==> config.mk <==
export PLATFORM = sky130hd
export DESIGN_NAME = rtc_ctrl_stat
export DESIGN_NICKNAME = d
export VERILOG_FILES = /design/src/include/rtc_pkg.sv /design/src/rtl/rtc_ctrl_stat.sv /design/src/rtl/rtc_wave_div.sv
export SDC_FILE = /design/constraint.sdc
export NUM_CORES = 1
export LEC_CHECK = 0
export BUFFER_PORTS_ARGS = -buffer_cell sky130_fd_sc_hd__buf_2
export CAP_MARGIN = 20
export CORE_AREA = 4 4 69 71
export DETAILED_ROUTE_END_ITERATION = 8
export DIE_AREA = 0 0 73 75
export MAX_ROUTING_LAYER = met4
export PLACE_DENSITY = 0.71
export SYNTH_ARGS = -nofsm -noshare
export SYNTH_HDL_FRONTEND = slang
export SYNTH_SLANG_ARGS = --single-unit
==> constraint.sdc <==
create_clock -name clk -period 1.5 [get_ports clk]
set_input_delay 0.3 -clock clk [delete_from_list [all_inputs] [get_ports clk]]
set_output_delay 0.3 -clock clk [all_outputs]
set_load 0.05 [all_outputs]
==> src/include/rtc_pkg.sv <==
// constants and carrier types of the control and status register block
package rtc_pkg;

  // register offsets on the internal register port
  localparam logic [7:0] CTRL_ADDR     = 8'h0e;
  localparam logic [7:0] STAT_ADDR     = 8'h0f;
  localparam logic [7:0] CAL_LAST_ADDR = 8'h06;

  // power-on values
  localparam logic [7:0] CTRL_RESET = 8'h38;
  localparam logic [7:0] STAT_RESET = 8'h80;

  // bit positions inside the write data byte
  localparam int unsigned FREE_BIT = 7;
  localparam int unsigned HOLD_BIT = 5;
  localparam int unsigned OSF_BIT  = 7;
  localparam int unsigned BAD_BIT  = 2;
  localparam int unsigned A2F_BIT  = 1;
  localparam int unsigned A1F_BIT  = 0;

  // square-wave rate codes
  localparam logic [1:0] RATE_1HZ  = 2'h0;
  localparam logic [1:0] RATE_4K   = 2'h1;
  localparam logic [1:0] RATE_8K   = 2'h2;
  localparam logic [1:0] RATE_32K  = 2'h3;

  // oscillator divider: 15 stages from 32768 Hz down to 1 Hz
  localparam int unsigned DIV_BITS = 15;
  localparam int unsigned TAP_8K   = 1;
  localparam int unsigned TAP_4K   = 2;

  // control register layout
  typedef struct packed {
    logic       free_bit;
    logic       zero6;
    logic       hold_to_set_flag;
    logic       rate_select_high;
    logic       rate_select_low;
    logic       irq_route_select;
    logic       alarm2_irq_enable;
    logic       alarm1_irq_enable;
  } rtc_ctrl_type;

  // status register layout
  typedef struct packed {
    logic       osc_halt_flag;
    logic [3:0] zero6_3;
    logic       bad_time_input_flag;
    logic       alarm2_match_flag;
    logic       alarm1_match_flag;
  } rtc_stat_type;

  // one register access from the serial slave engine
  typedef struct packed {
    logic       wr;
    logic [7:0] addr;
    logic [7:0] wdata;
  } rtc_req_type;

  // events from the calendar and analog side
  typedef struct packed {
    logic       bad_time;
    logic       alarm1_match;
    logic       alarm2_match;
  } rtc_evt_type;

endpackage : rtc_pkg

==> src/rtl/rtc_ctrl_stat.sv <==
// control and status registers, square-wave and alarm interrupt output
`timescale 1ns/100ps
`default_nettype none
module rtc_ctrl_stat #(
  parameter int unsigned DIV_BITS = rtc_pkg::DIV_BITS
) (
  input  wire logic                 clk,
  input  wire logic                 rst_n,
  input  wire rtc_pkg::rtc_req_type reg_req,
  input  wire rtc_pkg::rtc_evt_type evt,
  input  wire logic                 osc_pin,
  input  wire logic                 osc_halt_pin,
  output var  logic [7:0]           rd_data_q,
  output var  logic                 wave_or_irq_out,
  output var  logic                 alarm_irq_out_n,
  output var  logic                 cal_tick_q,
  output var  logic                 cal_clear_q,
  output var  logic                 cal_hold_q
);

  logic                  rst_s1_q;
  logic                  rst_sync_n;
  logic                  osc_s1_q;
  logic                  osc_s2_q;
  logic                  halt_s1_q;
  logic                  halt_s2_q;
  rtc_pkg::rtc_ctrl_type ctrl_q;
  rtc_pkg::rtc_stat_type stat_q;
  logic                  ctrl_wr;
  logic                  stat_wr;
  logic                  cal_wr;
  logic                  start_req;
  logic                  wave;
  logic                  sec_tick;
  logic                  a1_set;
  logic                  a2_set;
  logic                  wr_free;
  logic                  alarm_on;
  logic                  alarm_irq_out_on;

  initial begin
    if (DIV_BITS < rtc_pkg::DIV_BITS) begin
      $error("divider must span at least one second");
    end
  end

  // register address match on a write
  function automatic logic wr_hit(input rtc_pkg::rtc_req_type r, input logic [7:0] a);
    wr_hit = r.wr && (r.addr == a);
  endfunction : wr_hit

  // read mux, unused bits and unmapped offsets give zero
  function automatic logic [7:0] rd_mux(input logic [7:0] a,
                                        input rtc_pkg::rtc_ctrl_type c,
                                        input rtc_pkg::rtc_stat_type s);
    if (a == rtc_pkg::CTRL_ADDR) begin
      rd_mux = c;
    end else if (a == rtc_pkg::STAT_ADDR) begin
      rd_mux = s;
    end else begin
      rd_mux = 8'h00;
    end
  endfunction : rd_mux

  // reset release synchroniser
  always_ff @(posedge clk or negedge rst_n) begin
    if (!rst_n) begin
      rst_s1_q   <= 1'b0;
      rst_sync_n <= 1'b0;
    end else begin
      rst_s1_q   <= 1'b1;
      rst_sync_n <= rst_s1_q;
    end
  end

  // pin synchronisers
  always_ff @(posedge clk or negedge rst_sync_n) begin
    if (!rst_sync_n) begin
      osc_s1_q  <= 1'b0;
      osc_s2_q  <= 1'b0;
      halt_s1_q <= 1'b0;
      halt_s2_q <= 1'b0;
    end else begin
      osc_s1_q  <= osc_pin;
      osc_s2_q  <= osc_s1_q;
      halt_s1_q <= osc_halt_pin;
      halt_s2_q <= halt_s1_q;
    end
  end

  assign ctrl_wr   = wr_hit(reg_req, rtc_pkg::CTRL_ADDR);
  assign stat_wr   = wr_hit(reg_req, rtc_pkg::STAT_ADDR);
  assign cal_wr    = reg_req.wr && (reg_req.addr <= rtc_pkg::CAL_LAST_ADDR);
  assign start_req = ctrl_wr && ctrl_q.hold_to_set_flag &&
                     !reg_req.wdata[rtc_pkg::HOLD_BIT];
  assign wr_free   = reg_req.wdata[rtc_pkg::FREE_BIT];

  // square wave and seconds prescaler
  rtc_wave_div #(
    .DIV_BITS (DIV_BITS)
  ) u_div (
    .clk        (clk),
    .rst_n      (rst_sync_n),
    .osc_lvl    (osc_s2_q),
    .clear      (cal_clear_q),
    .rate       ({ctrl_q.rate_select_high, ctrl_q.rate_select_low}),
    .wave_q     (wave),
    .sec_tick_q (sec_tick)
  );

  // control register, power-on value 38h
  // stored fields and defaults
  always_ff @(posedge clk or negedge rst_sync_n) begin
    if (!rst_sync_n) begin
      ctrl_q <= rtc_pkg::rtc_ctrl_type'(rtc_pkg::CTRL_RESET);
    end else if (ctrl_wr) begin
      ctrl_q       <= rtc_pkg::rtc_ctrl_type'(reg_req.wdata);
      ctrl_q.zero6 <= 1'b0;
    end else if (cal_wr) begin
      ctrl_q.hold_to_set_flag <= 1'b1; // visible hold bit follows calendar writes
    end
  end

  // hold flag copy kept alongside for the calendar
  // calendar write forces hold
  always_ff @(posedge clk or negedge rst_sync_n) begin
    if (!rst_sync_n) begin
      cal_hold_q <= 1'b1;
    end else if (cal_wr) begin
      cal_hold_q <= 1'b1;
    end else if (ctrl_wr) begin
      cal_hold_q <= reg_req.wdata[rtc_pkg::HOLD_BIT];
    end
  end

  // start pulse clears calendar and prescaler
  always_ff @(posedge clk or negedge rst_sync_n) begin
    if (!rst_sync_n) begin
      cal_clear_q <= 1'b0;
    end else begin
      cal_clear_q <= start_req && !cal_wr;
    end
  end

  // seconds reach the calendar only while not held
  always_ff @(posedge clk or negedge rst_sync_n) begin
    if (!rst_sync_n) begin
      cal_tick_q <= 1'b0;
    end else begin
      cal_tick_q <= sec_tick && !cal_hold_q && !cal_wr;
    end
  end

  // match inputs sampled on the calendar tick only
  assign a1_set = cal_tick_q && evt.alarm1_match;
  assign a2_set = cal_tick_q && evt.alarm2_match;

  // status flags, set wins over a clearing write
  // sticky flags, cleared by writing zero
  always_ff @(posedge clk or negedge rst_sync_n) begin
    if (!rst_sync_n) begin
      stat_q <= rtc_pkg::rtc_stat_type'(rtc_pkg::STAT_RESET);
    end else begin
      stat_q.zero6_3 <= 4'h0;
      stat_q.osc_halt_flag <= halt_s2_q || (stat_q.osc_halt_flag &&
                              !(stat_wr && !reg_req.wdata[rtc_pkg::OSF_BIT]));
      stat_q.bad_time_input_flag <= evt.bad_time || (stat_q.bad_time_input_flag &&
                              !(stat_wr && !reg_req.wdata[rtc_pkg::BAD_BIT]));
      stat_q.alarm2_match_flag <= a2_set || (stat_q.alarm2_match_flag &&
                              !(stat_wr && !reg_req.wdata[rtc_pkg::A2F_BIT]));
      stat_q.alarm1_match_flag <= a1_set || (stat_q.alarm1_match_flag &&
                              !(stat_wr && !reg_req.wdata[rtc_pkg::A1F_BIT]));
    end
  end

  // alarm 1 has priority when both are enabled
  always_comb begin
    if (ctrl_q.alarm1_irq_enable) begin
      alarm_on = stat_q.alarm1_match_flag;
    end else if (ctrl_q.alarm2_irq_enable) begin
      alarm_on = stat_q.alarm2_match_flag;
    end else begin
      alarm_on = 1'b0;
    end
  end

  // secondary alarm pin while the shared pin carries the wave
  assign alarm_irq_out_on = (ctrl_q.alarm1_irq_enable && stat_q.alarm1_match_flag) ||
                   (ctrl_q.alarm2_irq_enable && stat_q.alarm2_match_flag);

  always_ff @(posedge clk or negedge rst_sync_n) begin
    if (!rst_sync_n) begin
      wave_or_irq_out <= 1'b1;
      alarm_irq_out_n <= 1'b1;
    end else if (ctrl_q.irq_route_select) begin
      wave_or_irq_out <= !(alarm_on && !stat_q.bad_time_input_flag);
      alarm_irq_out_n <= 1'b1;
    end else begin
      wave_or_irq_out <= wave;
      alarm_irq_out_n <= !(alarm_irq_out_on && !stat_q.bad_time_input_flag);
    end
  end

  // registered read data
  always_ff @(posedge clk or negedge rst_sync_n) begin
    if (!rst_sync_n) begin
      rd_data_q <= 8'h00;
    end else begin
      rd_data_q <= rd_mux(reg_req.addr, ctrl_q, stat_q);
    end
  end

  // scratch bit takes the written value
  a_free_bit_store: assert property (@(posedge clk) disable iff (!rst_sync_n)
    ctrl_wr |=> ctrl_q.free_bit == $past(wr_free))
    else $error("scratch bit did not store the written value");

  // calendar write raises hold on the next edge
  a_hold_on_calwr: assert property (@(posedge clk) disable iff (!rst_sync_n)
    cal_wr |=> cal_hold_q)
    else $error("hold flag not set after calendar write");

  // no calendar tick while held
  a_cal_stopped: assert property (@(posedge clk) disable iff (!rst_sync_n)
    cal_hold_q |=> !cal_tick_q)
    else $error("calendar ticked while held");

  // start request gives exactly one clear pulse
  a_start_clear: assert property (@(posedge clk) disable iff (!rst_sync_n)
    (start_req && !cal_wr) |=> cal_clear_q ##1 !cal_clear_q)
    else $error("start did not give one clear pulse");

  // wave routed when routing bit is zero
  a_wave_routed: assert property (@(posedge clk) disable iff (!rst_sync_n)
    (rst_sync_n && !ctrl_q.irq_route_select) |=> wave_or_irq_out == $past(wave))
    else $error("square wave not on shared pin");

  // enabled alarm 1 pulls the pin low
  a_alarm1_low: assert property (@(posedge clk) disable iff (!rst_sync_n)
    (ctrl_q.irq_route_select && ctrl_q.alarm1_irq_enable &&
     stat_q.alarm1_match_flag && !stat_q.bad_time_input_flag) |=> !wave_or_irq_out)
    else $error("alarm 1 did not drive shared pin low");

  // no enables, no interrupt
  a_enable_gate: assert property (@(posedge clk) disable iff (!rst_sync_n)
    (ctrl_q.irq_route_select && !ctrl_q.alarm1_irq_enable &&
     !ctrl_q.alarm2_irq_enable) |=> wave_or_irq_out)
    else $error("interrupt raised with alarms disabled");

  // bad time input holds off the interrupt
  a_bad_suppress: assert property (@(posedge clk) disable iff (!rst_sync_n)
    (ctrl_q.irq_route_select && stat_q.bad_time_input_flag) |=> wave_or_irq_out)
    else $error("interrupt raised while bad time flag set");

  // halt flag holds until a clearing write
  a_osf_sticky: assert property (@(posedge clk) disable iff (!rst_sync_n)
    (stat_q.osc_halt_flag && !stat_wr) |=> stat_q.osc_halt_flag)
    else $error("oscillator halt flag dropped without a write");

  // alarm 1 flag rises only on a tick
  a_alarm_on_tick: assert property (@(posedge clk) disable iff (!rst_sync_n)
    (!cal_tick_q && !stat_q.alarm1_match_flag) |=> !stat_q.alarm1_match_flag)
    else $error("alarm 1 flag set outside the seconds tick");

  // writing one leaves alarm 2 flag alone
  a_a2f_write_one: assert property (@(posedge clk) disable iff (!rst_sync_n)
    (stat_wr && reg_req.wdata[rtc_pkg::A2F_BIT] && !stat_q.alarm2_match_flag && !a2_set)
    |=> !stat_q.alarm2_match_flag)
    else $error("alarm 2 flag set by a write");

endmodule : rtc_ctrl_stat
`default_nettype wire

==> src/rtl/rtc_wave_div.sv <==
// oscillator edge counter giving square-wave taps and the one-second tick
`timescale 1ns/100ps
`default_nettype none
module rtc_wave_div #(
  parameter int unsigned DIV_BITS = rtc_pkg::DIV_BITS
) (
  input  wire logic       clk,
  input  wire logic       rst_n,
  input  wire logic       osc_lvl,
  input  wire logic       clear,
  input  wire logic [1:0] rate,
  output var  logic       wave_q,
  output var  logic       sec_tick_q
);

  logic                osc_prev_q;
  logic [DIV_BITS-1:0] cnt_q;
  logic                rise;

  initial begin
    if (DIV_BITS <= rtc_pkg::TAP_4K) begin
      $error("divider too short for the square-wave taps");
    end
  end

  assign rise = osc_lvl & ~osc_prev_q;

  // oscillator edge detect
  always_ff @(posedge clk or negedge rst_n) begin
    if (!rst_n) begin
      osc_prev_q <= 1'b0;
    end else begin
      osc_prev_q <= osc_lvl;
    end
  end

  // prescaler, restarted when timekeeping starts
  always_ff @(posedge clk or negedge rst_n) begin
    if (!rst_n) begin
      cnt_q <= '0;
    end else if (clear) begin
      cnt_q <= '0;
    end else if (rise) begin
      cnt_q <= cnt_q + 1'b1;
    end
  end

  // one pulse each time the prescaler wraps
  always_ff @(posedge clk or negedge rst_n) begin
    if (!rst_n) begin
      sec_tick_q <= 1'b0;
    end else begin
      sec_tick_q <= rise & (&cnt_q) & ~clear;
    end
  end

  // rate mux
  always_ff @(posedge clk or negedge rst_n) begin
    if (!rst_n) begin
      wave_q <= 1'b0;
    end else begin
      unique case (rate)
        rtc_pkg::RATE_1HZ: wave_q <= cnt_q[DIV_BITS-1];
        rtc_pkg::RATE_4K:  wave_q <= cnt_q[rtc_pkg::TAP_4K];
        rtc_pkg::RATE_8K:  wave_q <= cnt_q[rtc_pkg::TAP_8K];
        rtc_pkg::RATE_32K: wave_q <= osc_lvl;
      endcase
    end
  end

endmodule : rtc_wave_div
`default_nettype wire

-- Word-level counts from Yosys, hierarchy flattened
Index checks and enable logic that the tools add are counted.
- magnitude comparators: 1
- bitwise logic cells: 5
- add/sub/neg operators: 1
- reduce and logical (&&, ||, !) cells: 45
- mux-type cells: 13
- eq/ne operators: 5
- operators with widths (kind ; count):
    two-way mux 15 bit ; 2
    logical AND 1 bit ; 22
    == test 8 x 4 -> 1 bit (second input constant) ; 2
    two-way mux 8 bit ; 2
    adder 15 x 1 -> 15 bit (second input constant) ; 1
    AND reduction 15 bit ; 1
    logical NOT 1 bit ; 14
    <= comparator 8 x 3 -> 1 bit (second input constant) ; 1
    two-way mux 1 bit ; 8
    logical OR 1 bit ; 5
    == test 2 bit (second input constant) ; 2
    one-hot mux 1 bit (4 select lines) ; 1
    nonzero test 2 bit ; 2
    bitwise AND 1 bit ; 3
    == test 2 x 1 -> 1 bit (second input constant) ; 1
    logical NOT 2 bit ; 1
    inverter 1 bit ; 2
- output and inout port bits: 13
- word-level logic and storage cells: 97
- bits in registers: 48

-- Longest topological paths before layout
- depth in word-level cells: 6
- mapped depth: 5
- gate-level depth less buffers: 4

-- Hierarchy
From an unflattened synthesis, not the netlist that was laid out.
- cells, all modules: 178
- area, all modules: 2113.3 sq um
- by module, submodules not included (module ; cells an instance ; seq. area each (sq um) ; times used ; area an instance (sq um)):
    rtc_ctrl_stat ; 88 ; 734.5 ; 1 ; 1174.9
    rtc_wave_div ; 90 ; 450.4 ; 1 ; 938.4

-- Worst setup path before layout
Ideal clock, no wire load.
- path kind: input to register
- start point: input port reg_req[13] (netlist bit)
- end point: register ctrl_q[5] (netlist bit)
- setup time: 0.082 ns
- required time: 1.418 ns
- setup slack: -0.169 ns
- buffers on the path: 1
- arrival: 1.587 ns
- stages: 4
- cell sequence: or4_4 buf_2 or4_1 o31a_1
- longest elaborated chain between the ends: 3
- elaborated cells on any way between the ends: 6
- classes of those cells: order compare: 1; eq/ne: 1; mux: 1; reduce/logical: 3
- RTL lines (element ; line ; RTL):
    from (decl) ; rtc_ctrl_stat.sv:9 ; input wire rtc_pkg::rtc_req_type reg_req,
    <= comparator 8 x 3 -> 1 bit or == test 8 x 4 -> 1 bit (tied branches) ; rtc_ctrl_stat.sv:93, rtc_ctrl_stat.sv:49 ;
    logical AND 1 bit (on tied branches) ; rtc_ctrl_stat.sv:93, rtc_ctrl_stat.sv:49 ;
    nonzero test 2 bit (no line) or two-way mux 1 bit (tied branches) ; n/a ;
    to (signal assigned) ; rtc_ctrl_stat.sv:115 ; ctrl_q <= rtc_pkg::rtc_ctrl_type'(rtc_pkg::CTRL_RESET);
    to (signal assigned) ; rtc_ctrl_stat.sv:117 ; ctrl_q <= rtc_pkg::rtc_ctrl_type'(reg_req.wdata);
    to (decl) ; rtc_ctrl_stat.sv:27 ; rtc_pkg::rtc_ctrl_type ctrl_q;
Several ways; a longest one is shown, not always the timed one.
A chain may end at the register's enable or synchronous reset.

-- Final worst setup path
- start point: register u_div.cnt_q[0]
- end point: register u_div.cnt_q[10]
- longest elaborated chain between the ends: 3
- RTL lines (element ; line ; RTL):
    from (decl) ; rtc_wave_div.sv:17 ; logic [DIV_BITS-1:0] cnt_q;
    from (signal assigned) ; rtc_wave_div.sv:44 ; cnt_q <= cnt_q + 1'b1;
    adder 15 x 1 -> 15 bit ; rtc_wave_div.sv:44 ;
    two-way mux 15 bit ; rtc_wave_div.sv:43 ; end else if (rise) begin
    two-way mux 15 bit ; rtc_wave_div.sv:41 ; end else if (clear) begin
No other way between the ends. The select of a mux whose other input is x is not followed.

==> run metrics <==
outcome finished, final reports clean; Placer Congestion 0.8637; P_sw 940.0 uW; CP max-delay cell or4_4; Final Skew about 0.0072 ns; post-synthesis cell type count 40; core area 4234 um2; met3 wire len 163 um; Max-Cap Viols 0; met2 wire length 2156 um; vias per inst 5.356; Final Hold Fails 0; Root Driver clkbuf_8; die width 73 um; # setup viols final 0; worst path required time 1.73 ns; max-slew violations 0; Logic pwr share 24.3%; fmax 668.9 MHz; remaining antenna violation count after routing 0; grt ovf 0; sequential area share after synthesis 58.75%; Ant. Diodes 0; HP Class in2reg; fin crit period 1.495 ns; total nets after synthesis roughly 200; CP top delay family simple AND/OR/NAND/NOR gates; Worst Hold End osc_s1_q$_DFF_PN0_; Vias 1564; crit-path cells ha_1 -> nand3b_1 -> buf_6 -> or4_4 -> a21oi_2; sw frac 28.75%; PwrDens 1199 nW/um2; Post-synth EDFFs 0; Seq cells post-synth 47; GRT Overall Usage 16.83%; Most used DFF post-synth dfrtp_1; Worst Setup Path Type reg2reg; CP arrival 1.73 ns; vias in the first global route 1559; Flop pwr share 47.1%; post-synth top area cell dfrtp_1; met1 wire length about 1800 um; Worst VDD drop between 0.5 and 0.6 mV; Worst path max stage delay 0.51 ns; FF-to-FF path depth 5; Worst setup SP type flip-flop; CP Capture Type flip-flop; Syn Area/Cell around 12 um2; nets@finish 264; r2r endpoint u_div.cnt_q[10]$_DFFE_PN0P_; largest net degree at the start of global routing 21; share of the core filled with cells 64.42%; Post-Synthesis Cells 171; clock buffer depth 2; worst r2r src u_div.cnt_q[0]$_DFFE_PN0P_; ranking of synthesized cells by area dfrtp_1 50%, dfstp_2 9.1%, mux2_2 5.6%, nand2_1 2.2%, or4_1 2.2%; setup slack, reg-to-reg 0.005 ns; CP bufs+invs 1; global-route wire length before repair 6900 um; initial antenna violation count 0; dpl hpwl 2971 um; register area 1186 um2; Worst Hold Slack 0.1015 ns; Worst-Skew Late Latency 0.30 ns; multi-input logic area around 890 um2; share of cells above drive strength 1 a little under half; DR pass1 iterations 4; Pleak 1.268 nW; Syn Std Cell Area 2017 um2; cell with the most instances after synthesis dfrtp_1; DIE HEIGHT 75 um; fin crit share roughly 100%; CTS tree yes; Synth top cells by count 40 x dfrtp_1, 12 x nand2_1, 10 x mux2_2, 10 x nor2_1, 8 x a21oi_1; DIE AREA 5475 um2; Buffers on Ports 34; std cell rows 24; H-tree depth 2; RSZ-0062 raised after global routing yes; worst hold path depth 1; # DRC 0; Top Metal Used met4; I/O pin total 37; Clock Power Share 28.5%; DRT iter0 DRCs 67; Initial Util 47.64%; ys async rst share 100.0%; setup TNS 0 ns; Layout area overhead 35.24%; number of synthesis warnings 0; Synth top area share 49.63%; fillcell total 330; Internal Power 2.329 mW; worst-path fanout max 7; Sink Count 47; Routed Wire Length 4210 um; drt wl/cell between 10 and 15 um; Worst Min Path Start osc_pin; CTS Buf Count 5; Worst-path clk slew around 0.09 ns
metal layers:
metal	global-route usage [%]	vias to the layer above
met2	27.61	32
met1	20.50	763
li1	-	759
met5	-	-
met3	4.005	10
met4	5.533	0
worst reg2reg max path: cells and delay by family (launching register included):
| family | cells | cell delay, ns |
|---|---|---|
| AND/OR/NAND/NOR | 2 | 0.60 |
| flip-flops | 1 | 0.39 |
| adder cells (fa/ha/maj) | 1 | 0.15 |
| buffers and inverters | 1 | 0.15 |
| AO/OA/AOI/OAI | 1 | 0.13 |
worst max-delay path by stage:
stage	startpoint	to	slack [ns]	cells past startpoint
after global placement	reg_req[15]	ctrl_q[7]$_DFFE_PN0N_	-0.26	4
after floorplan	reg_req[15]	ctrl_q[5]$_DFFE_PN1P_	-0.16	4
after detailed placement	reg_req[15]	cal_clear_q$_DFF_PN0_	-0.30	4
after CTS	u_div.cnt_q[1]$_DFFE_PN0P_	u_div.cnt_q[10]$_DFFE_PN0P_	0.0001	5
final	u_div.cnt_q[0]$_DFFE_PN0P_	u_div.cnt_q[10]$_DFFE_PN0P_	0.005	5
after global routing	u_div.cnt_q[0]$_DFFE_PN0P_	u_div.cnt_q[10]$_DFFE_PN0P_	-0.07	5
registers in the layout, indices dropped and copies added, names as in the netlist, 4 cells and up:
| register | cells |
|---|---|
| ctrl_q | 7 |
| u_div.cnt_q | 15 |
| stat_q | 4 |
| rd_data_q | 7 |
power groups by stage:
| stage | combinational [mW] | sequential [mW] | clock (mW) |
|---|---|---|---|
| finish | 0.796 | 1.54 | 0.933 |
| global route | 0.892 | 1.56 | 0.990 |
| CTS | 0.711 | 1.54 | 0.957 |
| detailed placement | 0.651 | 1.56 | 0 |
| global placement | 0.627 | 1.56 | 0 |
| floorplan | 0.289 | 1.62 | 0 |
layout make-up:
class | instances | share of cell area [%]
clock buffer | 5 | 2.523
clock inverter | 3 | 1.606
tap | 52 | 2.385
multi-input combinational | 113 | 32.66
sequential | 47 | 43.49
inverter | 5 | 0.6881
timing repair buffer | 67 | 16.65
metrics by stage:
stage / instance area, um2 / worst slack [ns] / power, mW / std cells
5_1_grt: 2728 / -0.06733 / 3.443 / 292
4_1_cts: 2658 / 0.0001213 / 3.206 / 289
3_5_place_dp: 2475 / -0.2982 / 2.214 / 277
6_report: 2728 / 0.004969 / 3.269 / 292
3_3_place_gp: 2475 / -0.2553 / 2.183 / 277
2_1_floorplan: 2068 / -0.1572 / 1.906 / 171
placed cells by master (no fill, tap or decap), drive strengths merged, types with 4 or more instances in the layout:
cell,n
o21ai,5
nand2,12
mux2,10
nor4,5
buf,66
nand4,4
nor2b,5
a22o,4
o31ai,4
or3,5
or4,7
inv,5
nor2,10
dfrtp,40
and2,4
dfstp,7
a21oi,8
clkbuf,5
o41ai,4
cell families (layout without fill, tap and decap cells):
logic type	after synthesis	in the layout	share of synthesized area (%)
buf+inv	11	80	2.295
compound gates	29	29	9.802
fa+ha+maj	1	1	0.6202
xor+xnor	2	2	0.8686
mux	12	12	7.196
simple gates	67	67	20.10
flops	47	47	58.75
other cells	2	2	0.3723
what timing repair did:
| item | 4_1_cts | 5_1_grt |
|---|---|---|
| gates resized for setup | 8 | 10 |
| hold buffers | 1 | 0 |
| pin swaps | 4 | 9 |
| endpoints found under the setup margin | 8 | 11 |
| endpoints found under the hold margin | 2 | 0 |
| setup buffers | 3 | 3 |
(Power assumes the default switching activity.)
